[src/include/rtc_pkg.sv]
// Package: constants and carrier types for the divisional trip coincidence logic
//
// Function
// - Compare each analog variable against own setpoint
// - Discrete bistable inputs pass without setpoint compare
// - Every division trip bit reaches all units
// - Two-of-four vote per variable, OR result
// - Neutron monitor bits voted by same rule
// - One sensor division bypassed gives two-of-three
// - Bypass units handle sensor and vote bypass
// - Output latch: trip, seal-in, reset, test
// - Division trip drives only own actuators
// - Load drivers combine two-of-four, two arrangements
// - Tripped load driver is de-energized output
// - Backup relay coil drops, dump valve energizes
// - Relay logic gives reset permissive, rod run-in
// - Turbine valve trips only above forty percent; the code also enables them when any division's power reading is invalid
// - Steam line isolation trip counts in Run only
// - Trip inputs list of listed plant variables
// - Bypass and setpoint changes need access enable
// - Staged testing allowed on-line and off-line
// - Reset needs operator action, plus the delay after a full scram
// - Manual trip: both switches or shutdown mode
// - Lost power or input forces trip state
// - Backup scram and run-in only on full scram
`default_nettype none
package rtc_pkg;
    localparam int NDIV = 4;
    localparam int NANA = 5;
    localparam int NDISC = 4;
    localparam int NVAR = NANA + NDISC + 1;
    localparam int AW = 16;
    // Analog variable indices
    localparam int AN_PRESS = 0;
    localparam int AN_LEVEL = 1;
    localparam int AN_DRYWELL = 2;
    localparam int AN_ACCUM = 3;
    localparam int AN_POWER = 4;
    // Discrete variable indices
    localparam int DI_STOPV = 0;
    localparam int DI_CTRLV = 1;
    localparam int DI_RAD = 2;
    localparam int DI_STEAM_LINE_ISOLATION_TRIP = 3;
    // Trip direction per analog: 1 means trips when above setpoint
    localparam logic [NANA-1:0] AN_HIGH_TRIP = 5'h15;
    localparam logic [AW-1:0] POWER_PERMISSIVE = 16'h0028;
    localparam int SEAL_TIME_MS = 10;
    localparam int CLK_KHZ = 100000;
    localparam int SEAL_CYCLES = SEAL_TIME_MS * CLK_KHZ;
    localparam logic [3:0] MODE_SHUTDOWN = 4'h1;
    localparam logic [3:0] MODE_RUN = 4'h8;
    localparam logic [NDIV-1:0] BYP_NONE = 4'h0;

    typedef struct packed {
        logic [NANA-1:0][AW-1:0] value;
        logic [NANA-1:0] valid;
        logic [NDISC-1:0] discrete;
        logic flux_trip;
    } rtc_div_in_t;

    typedef struct packed {
        logic [NDIV-1:0] load_driver_on;
        logic [NDIV-1:0] backup_relay_coil;
        logic scram_bus_a_on;
        logic scram_bus_b_on;
        logic dump_valve_on;
        logic rod_run_in;
        logic reset_permissive;
    } rtc_act_t;
endpackage
`default_nettype wire

[src/rtl/rtc_setpoint_mem.sv]
// Setpoint store: one word per division and analog variable, registered read
`default_nettype none
module rtc_setpoint_mem #(
    parameter int DEPTH = rtc_pkg::NDIV * rtc_pkg::NANA,
    parameter int AW = rtc_pkg::AW,
    parameter int IW = 5
) (
    input wire logic ref_clk,
    input wire logic ce,
    input wire logic wr_en,
    input wire logic [IW-1:0] wr_idx,
    input wire logic [AW-1:0] wr_data,
    output logic [DEPTH-1:0][AW-1:0] rd_data
);
    logic [DEPTH-1:0][AW-1:0] mem;

    always_ff @(posedge ref_clk)
    begin
        if (ce)
        begin
            if (wr_en && wr_idx < IW'(DEPTH))
            begin
                mem[wr_idx] <= wr_data;
            end
            rd_data <= mem;
        end
    end
endmodule
`default_nettype wire

[src/rtl/rtc_trip_logic.sv]
// Four-division trip coincidence, bypass, output latch and scram combining logic
`default_nettype none
module rtc_trip_logic #(
    parameter int SEAL_CYCLES = rtc_pkg::SEAL_CYCLES
) (
    input wire logic ref_clk,
    input wire logic rst,
    input wire logic ce,
    input wire rtc_pkg::rtc_div_in_t [rtc_pkg::NDIV-1:0] div_in,
    input wire logic [rtc_pkg::NDIV-1:0] power_ok,
    input wire logic [3:0] mode_sel,
    input wire logic manual_sw_a,
    input wire logic manual_sw_b,
    input wire logic access_enable,
    input wire logic sensor_byp_req,
    input wire logic sensor_byp_clr,
    input wire logic [1:0] sensor_byp_div,
    input wire logic vote_byp_req,
    input wire logic vote_byp_clr,
    input wire logic [1:0] vote_byp_div,
    input wire logic sp_wr,
    input wire logic [4:0] sp_idx,
    input wire logic [rtc_pkg::AW-1:0] sp_data,
    input wire logic [rtc_pkg::NDIV-1:0] test_trip,
    input wire logic operator_reset,
    output rtc_pkg::rtc_act_t act,
    output logic [rtc_pkg::NDIV-1:0] div_tripped,
    output logic [rtc_pkg::NDIV-1:0] sensor_byp_state,
    output logic [rtc_pkg::NDIV-1:0] vote_byp_state,
    output logic byp_rejected,
    output logic full_scram
);
    localparam int NDIV = rtc_pkg::NDIV;
    localparam int NANA = rtc_pkg::NANA;
    localparam int NVAR = rtc_pkg::NVAR;
    localparam int DW = $bits(rtc_pkg::rtc_div_in_t);
    localparam int CW = $clog2(SEAL_CYCLES + 1);

    typedef struct packed {
        logic [NDIV-1:0][DW-1:0] in_s1;
        logic [NDIV-1:0][DW-1:0] in_s2;
        logic [NDIV-1:0] pwr_s1;
        logic [NDIV-1:0] pwr_s2;
        logic [3:0] mode_s1;
        logic [3:0] mode_s2;
        logic [1:0] man_s1;
        logic [1:0] man_s2;
        logic [NDIV-1:0][NVAR-1:0] var_trip;
        logic [NDIV-1:0] vote;
        logic [NDIV-1:0] latch;
        logic [NDIV-1:0] sbyp;
        logic [NDIV-1:0] vbyp;
        logic rej;
        logic scram;
        logic [CW-1:0] seal_cnt;
    } rtc_state_t;

    rtc_state_t st_r;
    rtc_state_t st_nxt;
    logic [NDIV*NANA-1:0][rtc_pkg::AW-1:0] setpoints;

    rtc_setpoint_mem #(
        .DEPTH(NDIV * NANA),
        .AW(rtc_pkg::AW),
        .IW(5)
    ) u_sp (
        .ref_clk(ref_clk),
        .ce(ce),
        .wr_en(sp_wr && access_enable),
        .wr_idx(sp_idx),
        .wr_data(sp_data),
        .rd_data(setpoints)
    );

    // Count of set bits among four
    function automatic logic [2:0] pop4(input logic [NDIV-1:0] v);
        pop4 = 3'(v[0]) + 3'(v[1]) + 3'(v[2]) + 3'(v[3]);
    endfunction

    // Coincidence test: two-of-four, or two-of-three with a division removed
    function automatic logic coincide(input logic [NDIV-1:0] v, input logic [NDIV-1:0] byp);
        coincide = pop4(v & ~byp) >= 3'h2;
    endfunction

    rtc_pkg::rtc_div_in_t [NDIV-1:0] din;
    logic [NDIV-1:0][NVAR-1:0] var_trip_c;
    logic run_mode;
    logic above_power;
    logic manual_trip;
    logic [NVAR-1:0][NDIV-1:0] var_by_div;
    logic [NVAR-1:0] var_vote;

    assign run_mode = st_r.mode_s2 == rtc_pkg::MODE_RUN;
    assign manual_trip = (&st_r.man_s2) || st_r.mode_s2 == rtc_pkg::MODE_SHUTDOWN;

    // Power permissive shared: any division above it, or with a bad reading, counts as high power
    always_comb
    begin
        above_power = 1'b0;
        for (int d = 0; d < NDIV; d++)
        begin
            din[d] = rtc_pkg::rtc_div_in_t'(st_r.in_s2[d]);
            if (!din[d].valid[rtc_pkg::AN_POWER] ||
                din[d].value[rtc_pkg::AN_POWER] > rtc_pkg::POWER_PERMISSIVE)
            begin
                above_power = 1'b1;
            end
        end
    end

    genvar gd;
    genvar ga;
    generate
        for (gd = 0; gd < NDIV; gd++)
        begin : g_div
            for (ga = 0; ga < NANA; ga++)
            begin : g_ana
                logic over;
                assign over = din[gd].value[ga] > setpoints[gd*NANA+ga];
                // Invalid or unpowered inputs trip the variable
                assign var_trip_c[gd][ga] = !st_r.pwr_s2[gd] || !din[gd].valid[ga] ||
                    (rtc_pkg::AN_HIGH_TRIP[ga] ? over :
                    din[gd].value[ga] < setpoints[gd*NANA+ga]);
            end
            // Discrete bistable bits used directly, with mode and power permissives
            assign var_trip_c[gd][NANA+rtc_pkg::DI_STOPV] = !st_r.pwr_s2[gd] ||
                (din[gd].discrete[rtc_pkg::DI_STOPV] && above_power);
            assign var_trip_c[gd][NANA+rtc_pkg::DI_CTRLV] = !st_r.pwr_s2[gd] ||
                (din[gd].discrete[rtc_pkg::DI_CTRLV] && above_power);
            assign var_trip_c[gd][NANA+rtc_pkg::DI_RAD] = !st_r.pwr_s2[gd] ||
                din[gd].discrete[rtc_pkg::DI_RAD];
            assign var_trip_c[gd][NANA+rtc_pkg::DI_STEAM_LINE_ISOLATION_TRIP] = !st_r.pwr_s2[gd] ||
                (din[gd].discrete[rtc_pkg::DI_STEAM_LINE_ISOLATION_TRIP] && run_mode);
            assign var_trip_c[gd][NVAR-1] = !st_r.pwr_s2[gd] || din[gd].flux_trip;
        end
    endgenerate

    // Every division's bits go to the shared vote; all units see the same set
    always_comb
    begin
        for (int v = 0; v < NVAR; v++)
        begin
            for (int d = 0; d < NDIV; d++)
            begin
                var_by_div[v][d] = st_r.var_trip[d][v];
            end
            var_vote[v] = coincide(var_by_div[v], st_r.sbyp);
        end
    end

    logic any_vote;
    logic [NDIV-1:0] eff_trip;
    logic [NDIV-1:0] drv_trip;
    logic seal_done;
    logic one_sbyp;
    logic one_vbyp;

    assign any_vote = |var_vote;
    assign seal_done = st_r.seal_cnt == CW'(SEAL_CYCLES);
    assign one_sbyp = st_r.sbyp != rtc_pkg::BYP_NONE;
    assign one_vbyp = st_r.vbyp != rtc_pkg::BYP_NONE;
    // A vote-bypassed unit's output is ignored by the load driver combination
    assign drv_trip = st_r.latch & ~st_r.vbyp;

    always_comb
    begin
        st_nxt = st_r;
        st_nxt.in_s1 = div_in;
        st_nxt.in_s2 = st_r.in_s1;
        st_nxt.pwr_s1 = power_ok;
        st_nxt.pwr_s2 = st_r.pwr_s1;
        st_nxt.mode_s1 = mode_sel;
        st_nxt.mode_s2 = st_r.mode_s1;
        st_nxt.man_s1 = {manual_sw_b, manual_sw_a};
        st_nxt.man_s2 = st_r.man_s1;
        st_nxt.var_trip = var_trip_c;
        st_nxt.rej = 1'b0;
        for (int d = 0; d < NDIV; d++)
        begin
            st_nxt.vote[d] = any_vote;
        end
        // Bypass units, gated by access enable, one division at a time
        if (sensor_byp_clr && access_enable)
        begin
            st_nxt.sbyp = rtc_pkg::BYP_NONE;
        end
        else if (sensor_byp_req && access_enable)
        begin
            if (one_sbyp)
            begin
                st_nxt.rej = 1'b1;
            end
            else
            begin
                st_nxt.sbyp = 4'h1 << sensor_byp_div;
            end
        end
        else if (sensor_byp_req)
        begin
            st_nxt.rej = 1'b1;
        end
        if (vote_byp_clr && access_enable)
        begin
            st_nxt.vbyp = rtc_pkg::BYP_NONE;
        end
        else if (vote_byp_req && access_enable)
        begin
            if (one_vbyp)
            begin
                st_nxt.rej = 1'b1;
            end
            else
            begin
                st_nxt.vbyp = 4'h1 << vote_byp_div;
            end
        end
        else if (vote_byp_req)
        begin
            st_nxt.rej = 1'b1;
        end
        // Output latches: trip seals in until a deliberate reset, timed only after a full scram
        for (int d = 0; d < NDIV; d++)
        begin
            eff_trip[d] = st_r.vote[d] || manual_trip || test_trip[d] || !st_r.pwr_s2[d];
            if (eff_trip[d])
            begin
                st_nxt.latch[d] = 1'b1;
            end
            // Without a full scram there is no run-in to wait for
            else if (operator_reset && (seal_done || !st_r.scram))
            begin
                st_nxt.latch[d] = 1'b0;
            end
        end
        st_nxt.scram = pop4(drv_trip) >= 3'h2;
        if (st_r.scram && st_nxt.scram)
        begin
            st_nxt.scram = 1'b1;
        end
        else if (st_r.scram && !(operator_reset && seal_done))
        begin
            st_nxt.scram = 1'b1;
        end
        if (!st_r.scram)
        begin
            st_nxt.seal_cnt = '0;
        end
        else if (!seal_done)
        begin
            st_nxt.seal_cnt = st_r.seal_cnt + CW'(1);
        end
    end

    always_ff @(posedge ref_clk)
    begin
        if (rst)
        begin
            st_r <= '0;
            st_r.latch <= 4'hF;
            st_r.scram <= 1'b1;
        end
        else if (ce)
        begin
            st_r <= st_nxt;
        end
    end

    // Actuators: energized means healthy; trip drops drive, but a scram energizes dump valve and rod run-in, and reset permissive after the delay
    always_comb
    begin
        act.load_driver_on = ~st_r.latch;
        act.backup_relay_coil = ~st_r.latch;
        act.scram_bus_a_on = !st_r.scram;
        act.scram_bus_b_on = !st_r.scram;
        act.dump_valve_on = st_r.scram;
        act.rod_run_in = st_r.scram;
        act.reset_permissive = st_r.scram && seal_done;
    end

    assign div_tripped = st_r.latch;
    assign sensor_byp_state = st_r.sbyp;
    assign vote_byp_state = st_r.vbyp;
    assign byp_rejected = st_r.rej;
    assign full_scram = st_r.scram;
endmodule
`default_nettype wire

[config.mk]
export PLATFORM = sky130hd
export DESIGN_NAME = rtc_trip_logic
export DESIGN_NICKNAME = d
export VERILOG_FILES = /design/src/include/rtc_pkg.sv /design/src/rtl/rtc_setpoint_mem.sv /design/src/rtl/rtc_trip_logic.sv
export SDC_FILE = /design/constraint.sdc
export NUM_CORES = 2
export LEC_CHECK = 0
export BUFFER_PORTS_ARGS = -buffer_cell sky130_fd_sc_hd__buf_2
export CAP_MARGIN = 10
export CORE_ASPECT_RATIO = 1.25
export CORE_MARGIN = 2
export CORE_UTILIZATION = 45
export CTS_BUF_LIST = sky130_fd_sc_hd__clkbuf_8
export DETAILED_ROUTE_END_ITERATION = 10
export PLACE_DENSITY = 0.74
export SLEW_MARGIN = 20
export SYNTH_ARGS = -nofsm -noshare
export SYNTH_HDL_FRONTEND = slang
export SYNTH_SLANG_ARGS = --single-unit
[constraint.sdc]
create_clock -name ref_clk -period 3.75 [get_ports ref_clk]
set_input_delay 0.1875 -clock ref_clk [delete_from_list [all_inputs] [get_ports ref_clk]]
set_output_delay 0.1875 -clock ref_clk [all_outputs]
set_load 0.02 [all_outputs]
==> impl_metrics.toml <==
[die]
coreArea_um2 = 126200
start_util_pct = 45.21
die-height_um = 402.1
io_pins = 436
die-area_um2 = 129700
std_cell_rows = 146
die-width_um = 322.5

[min_path]
holdCritPathClass = "in -> reg"

[final_layout]
drive_gt1_share_pct = 13.60
nets = 6665
area_growth_pct = 28.83
layout.cells.non_filler = 7837

[critical_path]
critPathTopFamily = "buffers and inverters"
timing.critical_path.mode_cell = "dlygate4sd3_1"
arrival_ns = 4.11
cp-start-kind = "input port"
critPathCaptureType = "flip-flop"
slowest_delay_ns = 0.61
crit_type = "in -> reg"
cp_slowest_cell = "buf_4"
cp_max_fo = 86
cp_cell_sequence = "dlygate4sd3_1, buf_12, buf_4, o21ai_1, or3_1, dlygate4sd3_1, a21oi_1, dlygate4sd3_1"
critPathRequiredTime_ns = 4.61
worstPathBufferInverterCount = 5

[route]
drc = 0
vias = 40150
ant_nets = 0
via_per_inst = 5.123
postRouteWirelength_um = 160600
drt_iter0_markers = 2891
wl_per_cell_um = 20.49
first_pass_iters = 5

[global_routing]
grt_max_degree = 142
grt_pass1_wl_um = 240500
use_met2_pct = 41.97
grtUsageTotal_pct = 24.61
grt-busiest-layer = "met2"
use_met1_pct = 29.37
antenna_found_initial = 25
grt_pass1_vias = 41720
use_met3_pct = 4.394
gr-total-overflow = 0

[place]
dp_slack_ns = 1.096
io_buffers = 435
hpwl_um = 94730
dpl.cell_count = 6616
place_congestion = 0.8543

[logic_synthesis]
ys.flop_type = "dfxtp_1"
yosysTopAreaCellShare_pct = 33.68
synth_largest_area_cell = "edfxtp_1"
ys_ff_latch = 1455
ys_seq_area_share_pct = 62.27
synth_area_per_cell_um2 = 12.33
syn_area_um2 = 57070
ys_warn_count = 0
synth_cells = 4629
synthArstFlopShare_pct = 0
synth_cell_types = 68
synth_nets = 5363
synth_edf_count = 640
synth_area_leaders = "edfxtp_1, dfxtp_1, mux2i_1"

[power]
ir_drop_uv = 419.2
combPwrFrac_pct = 8.6
cellPowerDensity_nw_per_um2 = 457.2
p_switching_uw = 8118
p_leak_uw = 0.03221
power.internal_uw = 25500
swShare_pct = 24.15
power_frac_clock_pct = 39.7
seqPwrFrac_pct = 51.8

[timing]
slew_headroom_pct = 22.73
setup_ws_ns = 0.5053
slew_violations = 0
fin_crit_sh_pct = 86.53
skew_ns = 0.05637
rsz0062_at_grt = "false"
setup_viol_count_final = 0
tightest_slew_ns = 1.159
setup_tns_ns = 0
fin_crit_ns = 3.245
max_clock_freq_mhz = 308.2
hold_viol = 0
hold_ws_ns = 0.07189

[job]
max_cap_viol_count = 0

[outcome]
status = "completed"

[clock_tree]
htreeDepth = 4
cts_buffers = 216
cts-root-buf = "clkbuf_8"
clkTransAtPathRegs_ns = 0.07
cts_tree = "built"
clk_latency_ns = 0.94
ctsLongestPathBuffers = 3
clkSinkCount = 1455
post-cts-setup-buffer-count = 0
[cell usage in the layout, fill, tap and decap left out, drive strengths merged, types with 13 or more instances in the layout]
cell         netlist  final
or3               13     13
bufinv             0     13
dfxtp            815    815
a21o              16     16
ha               314    314
nor3              36     36
nor2             839    839
o2111ai           20     20
o211ai            33     33
buf              122    490
a21oi             91     91
edfxtp           640    640
clkinv             0     62
mux2i            741    741
nand2b            43     43
a21boi            13     13
a211oi            38     38
nand2             79     79
nand4             56     56
nor4              19     19
o21ai             53     53
inv              338    419
clkbuf            83    250
dlygate4sd3        0    799
nand3             43     43
o21a              14     14
o22ai             14     14
[area by class of cell]
class,count,area [um^2]
inverter,338,1269
timing repair buffer,1289,10710
tap,1702,2130
clock buffer,250,3441
clock inverter,161,1120
multi-input combinational,2631,19290
fill,9639,52710
antenna,11,27.53
sequential,1455,35530
[synth_stat cells (all sizes together) (53+ instances only)]
library cell,instances
nand2,79
edfxtp,640
ha,314
a21oi,91
dfxtp,815
buf,122
o21ai,53
nor2,839
mux2i,741
clkbuf,83
nand4,56
inv,338
[power by group through the flow]
stage               Combinational [uW]  Sequential, uW  Clock [uW]
global route                      3120           17400       14300
finish                            2880           17400       13300
detailed placement                2150           17700           0
floorplan                         1310           17600           0
global placement                  2080           17700           0
CTS                               2790           17400       13600
[logic make-up after synthesis]
family | after synthesis | share of synthesized area, %
AND/OR/NAND/NOR | 1185 | 8.961
flip-flops | 1455 | 62.27
XOR/XNOR | 14 | 0.2149
AO/OA/AOI/OAI | 365 | 4.330
multiplexers | 742 | 13.02
buffers and inverters | 543 | 3.938
adder cells (fa/ha/maj) | 325 | 7.270
[per-layer routing]
layer | vias to the layer above | wire, um
li1 | 18940 | -
met3 | 499 | 9885
met1 | 19330 | 63260
met2 | 1363 | 78850
met4 | 20 | 8470
met5 | - | 118
[repair_timing]
item	in CTS	in global routing
hold buffers	799	0
endpoints found under the hold margin	765	0
gates resized for setup	0	0
[flip-flops by register name, indices dropped and copies added, names as in the netlist]
name	cells
u_sp.mem	320
full_scram	1
vote_byp_state	4
st_r	71
byp_rejected	1
div_tripped	4
st_nxt	370
din	360
sensor_byp_state	4
u_sp.rd_data	320
[worst reg2reg max path, stage by stage, from the launching register on]
cell	delay (ns)
dfxtp_1	0.36
nor4_1	0.41
and3_1	0.22
o21ai_1	0.20
or3_1	0.46
dlygate4sd3_1	0.59
a21oi_1	0.17
dlygate4sd3_1	0.60
[final timing paths]
kind / startpoint / slack (ns) / to / depth (start not counted)
worst max-delay path: ce / 0.51 / vote_byp_state[1]$_SDFFE_PP0P_ / 8
worst min-delay path: sp_data[14] / 0.07 / u_sp.mem[158]$_DFFE_PP_ / 1
worst max register to register: vote_byp_state[0]$_SDFFE_PP0P_ / 0.69 / vote_byp_state[1]$_SDFFE_PP0P_ / 7
worst min register to register: u_sp.mem[31]$_DFFE_PP_ / 0.39 / u_sp.rd_data[31]$_DFFE_PP_ / 0
[metrics by stage]
stage | util (%) | total power, uW | instance area [um^2]
after global placement | 48.27 | 19800 | 60930
final | 58.24 | 33620 | 73520
after detailed placement | 48.27 | 19870 | 60930
after global routing | 58.24 | 34810 | 73510
after CTS | 58.22 | 33760 | 73490
after floorplan | - | 18870 | 57070
(Power assumes the default switching activity.)
